File: src/pkg/clock_gen_regs.svh
`ifndef CLOCK_GEN_REGS_SVH
`define CLOCK_GEN_REGS_SVH

// =====================================================================
// Watchdog preset, counter layout and prescaler taps.
`define WDT_PRESET 12'hFFF
`define WDT_WIDTH 12
`define WDT_MSB 11
`define PRE_WIDTH 10
`define F32_BITS 5
`define WDT_TAP_FAST 4
`define WDT_TAP_SLOW 9

// =====================================================================
// Reset values.
`define OSC_EN_RST 1'b1
`define PHI_RST 1'b0
`define BUS_RST 1'b0

`endif

File: src/pkg/clock_gen_pkg.sv
package clock_gen_pkg;

    // =================================================================
    // Power states, Gray coded along run, stop, settle, wait.
    typedef enum logic [1:0] {
        ST_RUN = 2'b00,
        ST_STOP = 2'b01,
        ST_SETTLE = 2'b11,
        ST_WAIT = 2'b10
    } pwr_state_e;

    // =================================================================
    // Requests from the instruction decoder and interrupt logic.
    typedef struct packed {
        logic halt_oscillator_instruction;
        logic idle_cpu_clock_instruction;
        logic irq_accept;
    } cpu_req_s;

    // =================================================================
    // Software controls of the watchdog.
    typedef struct packed {
        logic restart;
        logic freq_sel;
    } wdt_ctrl_s;

endpackage : clock_gen_pkg

File: src/rtl/stop_watchdog.sv
`timescale 1ns/100ps
`include "clock_gen_regs.svh"

module stop_watchdog #(
    parameter int WIDTH = `WDT_WIDTH
) (
    input wire logic mclk_i,
    input wire logic srst_i,
    input wire logic xin_tick_i,
    input wire logic stop_load_i,
    input wire clock_gen_pkg::wdt_ctrl_s ctrl_i,
    output logic [WIDTH-1:0] count_o,
    output logic f32_sel_o
);
    import clock_gen_pkg::*;

    logic [`PRE_WIDTH-1:0] pre_reg;
    logic [WIDTH-1:0] count_reg;
    logic sel_reg;
    logic f32_tick;
    logic norm_tick;
    logic dec_tick;

    generate
        if (WIDTH != `WDT_WIDTH) begin : g_bad_width
            $error("stop_watchdog: WIDTH must match the preset width");
        end
    endgenerate

    // True when the low bits of the prescaler are all ones.
    function automatic logic tap_hit(input logic [`PRE_WIDTH-1:0] pre,
                                     input int bits);
        logic [`PRE_WIDTH-1:0] mask;
        mask = `PRE_WIDTH'((1 << bits) - 1);
        return (pre & mask) == mask;
    endfunction : tap_hit

    // =================================================================
    // Prescaler on the oscillator input.
    always_ff @(posedge mclk_i) begin
        if (srst_i) begin
            pre_reg <= '0;
        end else if (xin_tick_i) begin
            pre_reg <= pre_reg + `PRE_WIDTH'(1);
        end
    end

    assign f32_tick = xin_tick_i && tap_hit(pre_reg, `F32_BITS);
    assign norm_tick = xin_tick_i && tap_hit(pre_reg,
        ctrl_i.freq_sel ? `WDT_TAP_FAST : `WDT_TAP_SLOW);
    assign dec_tick = sel_reg ? f32_tick : norm_tick;

    // =================================================================
    // Count source selection.
    always_ff @(posedge mclk_i) begin
        if (srst_i) begin
            sel_reg <= 1'b0;
        end else if (stop_load_i) begin
            sel_reg <= 1'b1;
        end else if (sel_reg && !count_reg[`WDT_MSB]) begin
            sel_reg <= 1'b0;
        end
    end

    // =================================================================
    // Down counter.
    always_ff @(posedge mclk_i) begin
        if (srst_i) begin
            count_reg <= `WDT_PRESET;
        end else if (stop_load_i || ctrl_i.restart) begin
            count_reg <= `WDT_PRESET;
        end else if (dec_tick) begin
            count_reg <= count_reg - WIDTH'(1);
        end
    end

    assign count_o = count_reg;
    assign f32_sel_o = sel_reg;
endmodule : stop_watchdog

File: src/rtl/clock_gen_stop_wait.sv
`timescale 1ns/100ps
`include "clock_gen_regs.svh"

// Behaviour
// - Internal CPU clock is oscillator input halved.
// - Bus cycle is internal clock halved again.
// - Oscillation-control flip-flop gates the amplifier.
// - Stop instruction halts oscillator, clock held low.
// - Stop presets watchdog FFF, counts divided-by-32.
// - Watchdog source restored when MSB clears, reset.
// - Interrupt restarts oscillator; clock waits for MSB.
// - Wait instruction holds clock low, oscillator runs.
// - Peripheral clock keeps running during wait.
// - Interrupt ends wait at once, no settling.
module clock_gen_stop_wait (
    input wire logic mclk_i,
    input wire logic srst_i,
    input wire logic osc_in_i,
    input wire clock_gen_pkg::cpu_req_s req_i,
    input wire clock_gen_pkg::wdt_ctrl_s wdt_ctrl_i,
    output logic osc_output_pin_o,
    output logic osc_enable_o,
    output logic phi_o,
    output logic phi_tick_o,
    output logic bus_clk_o,
    output logic periph_tick_o,
    output clock_gen_pkg::pwr_state_e power_state_o,
    output logic [`WDT_WIDTH-1:0] wdt_count_o,
    output logic wdt_f32_sel_o
);
    import clock_gen_pkg::*;

    pwr_state_e state_reg;
    logic osc_prev_reg;
    logic osc_en_reg;
    logic osc_out_reg;
    logic phi_reg;
    logic phi_tick_reg;
    logic bus_reg;
    logic periph_phase_reg;
    logic periph_tick_reg;
    logic xin_tick;
    logic run;
    logic stop_go;
    logic wait_go;
    logic [`WDT_WIDTH-1:0] wdt_count;
    logic wdt_sel;

    // =================================================================
    // Oscillator edge detection; no edges while the gate is closed.
    // The pin is tracked through reset so that no false edge follows it.
    always_ff @(posedge mclk_i) begin
        if (srst_i) begin
            osc_prev_reg <= osc_in_i;
        end else begin
            osc_prev_reg <= osc_in_i;
        end
    end

    assign xin_tick = osc_in_i && !osc_prev_reg && osc_en_reg;
    assign run = state_reg == ST_RUN;
    assign stop_go = run && req_i.halt_oscillator_instruction;
    assign wait_go = run && !req_i.halt_oscillator_instruction
        && req_i.idle_cpu_clock_instruction;

    // =================================================================
    // Power state.
    always_ff @(posedge mclk_i) begin
        if (srst_i) begin
            state_reg <= ST_RUN;
        end else begin
            case (state_reg)
                ST_RUN: begin
                    if (stop_go) begin
                        state_reg <= ST_STOP;
                    end else if (wait_go) begin
                        state_reg <= ST_WAIT;
                    end
                end
                ST_STOP: begin
                    if (req_i.irq_accept) begin
                        state_reg <= ST_SETTLE;
                    end
                end
                ST_SETTLE: begin
                    if (!wdt_count[`WDT_MSB]) begin
                        state_reg <= ST_RUN;
                    end
                end
                ST_WAIT: begin
                    if (req_i.irq_accept) begin
                        state_reg <= ST_RUN;
                    end
                end
                default: begin
                    state_reg <= ST_RUN;
                end
            endcase
        end
    end

    // =================================================================
    // Oscillation-control flip-flop and amplifier output.
    always_ff @(posedge mclk_i) begin
        if (srst_i) begin
            osc_en_reg <= `OSC_EN_RST;
        end else if (stop_go) begin
            osc_en_reg <= 1'b0;
        end else if (state_reg == ST_STOP && req_i.irq_accept) begin
            osc_en_reg <= 1'b1;
        end
    end

    always_ff @(posedge mclk_i) begin
        if (srst_i) begin
            osc_out_reg <= 1'b0;
        end else begin
            osc_out_reg <= osc_en_reg && !osc_in_i;
        end
    end

    // =================================================================
    // Internal clock, halved from the oscillator.
    always_ff @(posedge mclk_i) begin
        if (srst_i) begin
            phi_reg <= `PHI_RST;
        end else if (stop_go || wait_go) begin
            phi_reg <= 1'b0;
        end else if (run && xin_tick) begin
            phi_reg <= !phi_reg;
        end
    end

    always_ff @(posedge mclk_i) begin
        if (srst_i) begin
            phi_tick_reg <= 1'b0;
        end else begin
            phi_tick_reg <= run && xin_tick && !phi_reg
                && !stop_go && !wait_go;
        end
    end

    // =================================================================
    // Bus cycle, halved from the internal clock.
    always_ff @(posedge mclk_i) begin
        if (srst_i) begin
            bus_reg <= `BUS_RST;
        end else if (stop_go || wait_go) begin
            bus_reg <= 1'b0;
        end else if (run && xin_tick && !phi_reg) begin
            bus_reg <= !bus_reg;
        end
    end

    // =================================================================
    // Peripheral clock at the internal clock rate, alive in wait.
    always_ff @(posedge mclk_i) begin
        if (srst_i) begin
            periph_phase_reg <= 1'b0;
        end else if (xin_tick) begin
            periph_phase_reg <= !periph_phase_reg;
        end
    end

    always_ff @(posedge mclk_i) begin
        if (srst_i) begin
            periph_tick_reg <= 1'b0;
        end else begin
            periph_tick_reg <= xin_tick && periph_phase_reg
                && (run || state_reg == ST_WAIT);
        end
    end

    // =================================================================
    // Watchdog used for stop recovery.
    stop_watchdog #(
        .WIDTH(`WDT_WIDTH)
    ) u_stop_watchdog (
        .mclk_i(mclk_i),
        .srst_i(srst_i),
        .xin_tick_i(xin_tick),
        .stop_load_i(stop_go),
        .ctrl_i(wdt_ctrl_i),
        .count_o(wdt_count),
        .f32_sel_o(wdt_sel)
    );

    assign osc_output_pin_o = osc_out_reg;
    assign osc_enable_o = osc_en_reg;
    assign phi_o = phi_reg;
    assign phi_tick_o = phi_tick_reg;
    assign bus_clk_o = bus_reg;
    assign periph_tick_o = periph_tick_reg;
    assign power_state_o = state_reg;
    assign wdt_count_o = wdt_count;
    assign wdt_f32_sel_o = wdt_sel;
endmodule : clock_gen_stop_wait

File: config.mk
export PLATFORM = sky130hd
export DESIGN_NAME = clock_gen_stop_wait
export DESIGN_NICKNAME = d
export VERILOG_FILES = /design/src/pkg/clock_gen_pkg.sv /design/src/rtl/stop_watchdog.sv /design/src/rtl/clock_gen_stop_wait.sv
export VERILOG_INCLUDE_DIRS = /design/src /design/src/pkg
export SDC_FILE = /design/constraint.sdc
export NUM_CORES = 1
export LEC_CHECK = 0
export BUFFER_PORTS_ARGS = -buffer_cell sky130_fd_sc_hd__buf_2
export CORE_MARGIN = 2
export CORE_UTILIZATION = 53
export DETAILED_ROUTE_END_ITERATION = 8
export PLACE_DENSITY = 0.84
export SLEW_MARGIN = 20
export SYNTH_ARGS = -nofsm -noshare
export SYNTH_HDL_FRONTEND = slang
export SYNTH_SLANG_ARGS = --single-unit
File: constraint.sdc
create_clock -name mclk_i -period 2.3 [get_ports mclk_i]
set_clock_uncertainty 0.05 [all_clocks]
set_input_delay 0.46 -clock mclk_i [delete_from_list [all_inputs] [get_ports mclk_i]]
set_output_delay 0.46 -clock mclk_i [all_outputs]
set_load 0.005 [all_outputs]
==> impl_results.md <==
* Wire per inst at 13.8 um
* GRT Resource Usage Total at 21.0%
* Die Y at around 57 um
* R2r setup slk at 80 ps
* Net count after synthesis at around 190
* Vias after detailed routing at 1438
* Cts bufs inserted at 5
* Crit Reg-Reg Startpoint: u_stop_watchdog.count_o[0]
* Number of flip-flops in the largest register at 12
* CTS tree: done
* F_max at 451 MHz
* Total grt overflow at 0
* Clk root buf: clkbuf_4
* CP Data Required Time at between 2000 and 2500 ps
* Worst R2R End: u_stop_watchdog.count_o[8]
* Proportion of synthesized chip area in sequential cells at 43.8%
* First-pass GRT wire length at approximately 5.3 mm
* Seq cells post-synth at 32
* Postcts setup bufs at 0
* Cts repair resizes at 0
* Syn-to-layout area delta at 17.9%
* CP endpoint: u_stop_watchdog.count_o[8]
* Async SR Flop Fraction at 0%
* Sum Neg Setup Slack at 0 ps
* H-tree levels at 2
* PD cells at 602 mW/mm^2
* Period Utilization, post-route at 96.5%
* Worst setup EP type: flop
* Synthesized instance count at between 150 and 200
* Crit path kind: reg2reg
* Clock Tree Buf Depth at 2
* Hold WC Path Type: in2reg
* Status: finished, final reports clean
* Largest net degree at the start of global routing at 19
* Post-synth cell types at 37
* Slew margin rel. at a little over two thirds
* Post-Syn Area per Cell at between 8 and 9 sq um
* Synth Flop Type: dfxtp_1
* VDD IR max at 557 uV
* Post-Route WL at approximately 3.3 mm
* Placer congestion estimate at 0.836
* Initial antenna violation count at 0
* PortBufs at 28
* Core Area at 0.00269 sq mm
* Rows at 19
* Hold Path Depth at 1
* Initial DRC Count at 68
* Vias per std cell at 6.02
* Synthesized area at 0.00146 sq mm
* Max Slew Vio Count at 0
* CP startpoint: u_stop_watchdog.count_o[0]
* FF-to-FF path depth at 6
* Max-Cap Viols at 0
* Synth warn at 0
* Clock latency at the later pin of the worst-skew pair at 340 ps
* I/O Pins at 29
* Leakage at ~0.66 nW
* Clock Pin Slew Worst Setup and Hold Paths at 110 ps
* Vias in the first global route at approximately 1200
* Fin. Hold Viols at 0
* EDFF count, synth at 0
* Antenna diode count at 0
* CTS Sinks at 32
* Final min period at 2220 ps
* Layout cells sized above 1 at 22.6%
* Worst Max-Slew Pin Slew at 451 ps
* Post-CTS Hold Buffers at 0
* Drt first pass iters at 4
* Post-route ant nets at 0
* WP data arrival at 2400 ps
* Final setup viols at 0
* Layout Nets at approximately 220
* Die Wd at between 50 and 60 um
* Startpoint types: flop
* DR DRC count at 0
* Max Fanout on Critical Path at 4
* Initial cell density of the core at 54.5%
* Hpwl dp at roughly 2.3 mm
* Full die area at approximately 0.0032 sq mm
* Final hold slack at roughly 210 ps
## per-stage QoR
step / area [sq um] / total power, mW / std cells / setup slack [ps] / utilization (%)
floorplan: 1460 / 0.668 / 176 / 115 / -
global placement: 1640 / 0.698 / 231 / 138 / 61.0
detailed placement: 1640 / 0.705 / 231 / 31.9 / 61.0
CTS: 1700 / 1.04 / 239 / 12.7 / 63.3
global route: 1730 / 1.08 / 239 / -6.84 / 64.2
finish: 1730 / 1.04 / 239 / 80.9 / 64.2
## placed cells by master (no fill, tap or decap), types with 2 or more instances in the layout
cell	n
o31ai_1	4
and4_1	3
or3_1	2
xor2_1	3
dfxtp_1	29
mux2i_1	2
a21oi_1	7
xnor2_1	6
dfxtp_2	3
nand3b_1	3
o21ai_0	7
buf_4	3
clkinv_2	2
nand4_1	3
and3_1	3
ha_1	3
inv_1	7
nand3_1	9
a31oi_1	4
nor3_1	5
nor4_1	6
clkbuf_4	5
nand2_1	19
nor2_1	21
buf_2	28
or4_1	4
## Yosys cell counts (all sizes together), types with 2 or more instances
library cell / instances / area (sq um)
inv: 7 / 26.3
and3: 3 / 18.8
ha: 3 / 37.5
nand4: 3 / 18.8
or4: 5 / 37.5
nor4: 6 / 37.5
xor2: 3 / 26.3
nand3: 10 / 50.1
and4: 3 / 26.3
dfxtp: 32 / 641
a31oi: 4 / 25.0
nand2: 19 / 71.3
xnor2: 6 / 52.6
nand3b: 3 / 22.5
nor2: 21 / 78.8
mux2i: 2 / 20.0
clkbuf: 6 / 22.5
or3: 2 / 12.5
nor3: 5 / 25.0
o21ai: 8 / 40.0
a21oi: 7 / 35.0
o31ai: 4 / 30.0
## layer usage
metal  up-vias  track usage (%)  routed length (um)
li1        695                -                   -
met1       674             25.6                1470
met2        58             33.6                1550
met3        11             6.91                 205
met4         0             9.52                  58
met5         -                0                   0
## logic make-up (layout without fill, tap and decap cells)
group                    after synthesis  after routing  share of synthesized area [%]
adder cells (fa/ha/maj)                3              3                           2.56
XOR/XNOR                               9              9                           5.38
AND/OR/NAND/NOR                       87             87                           31.1
buffers and inverters                 14             46                           3.59
AO/OA/AOI/OAI                         29             29                           12.2
flip-flops                            32             32                           43.8
multiplexers                           2              2                           1.37
## worst min-delay path by stage
stage,to,slack (ps),from
6_report,osc_prev_reg,210,osc_in_i
5_1_grt,osc_prev_reg,200,osc_in_i
4_1_cts,osc_prev_reg,200,osc_in_i
3_3_place_gp,phi_o,400,phi_o
3_5_place_dp,phi_o,430,phi_o
2_1_floorplan,phi_o,410,phi_o
## power breakdown
| group | leakage, nW | total [mW] | switching (mW) | internal, mW |
|---|---|---|---|---|
| Combinational | 0.358 | 0.104 | 0.0618 | 0.0426 |
| Sequential | 0.261 | 0.590 | 0.0190 | 0.572 |
| Clock | 0.0380 | 0.344 | 0.199 | 0.145 |
## critical path: stages, from the launching register on
cell and delay, ps:
dfxtp_2 350, inv_1 70, ha_1 160, or4b_4 470, or4_4 430, o31a_1 240
or3_1 340
## layout make-up
type,count,area (sq um)
multi-input combinational,130,792
tap,31,38.8
clock inverter,2,10.0
sequential,32,644
inverter,7,26.3
clock buffer,6,51.3
timing repair buffer,31,163
fill,234,961
Power figures use the tool's default switching activity.
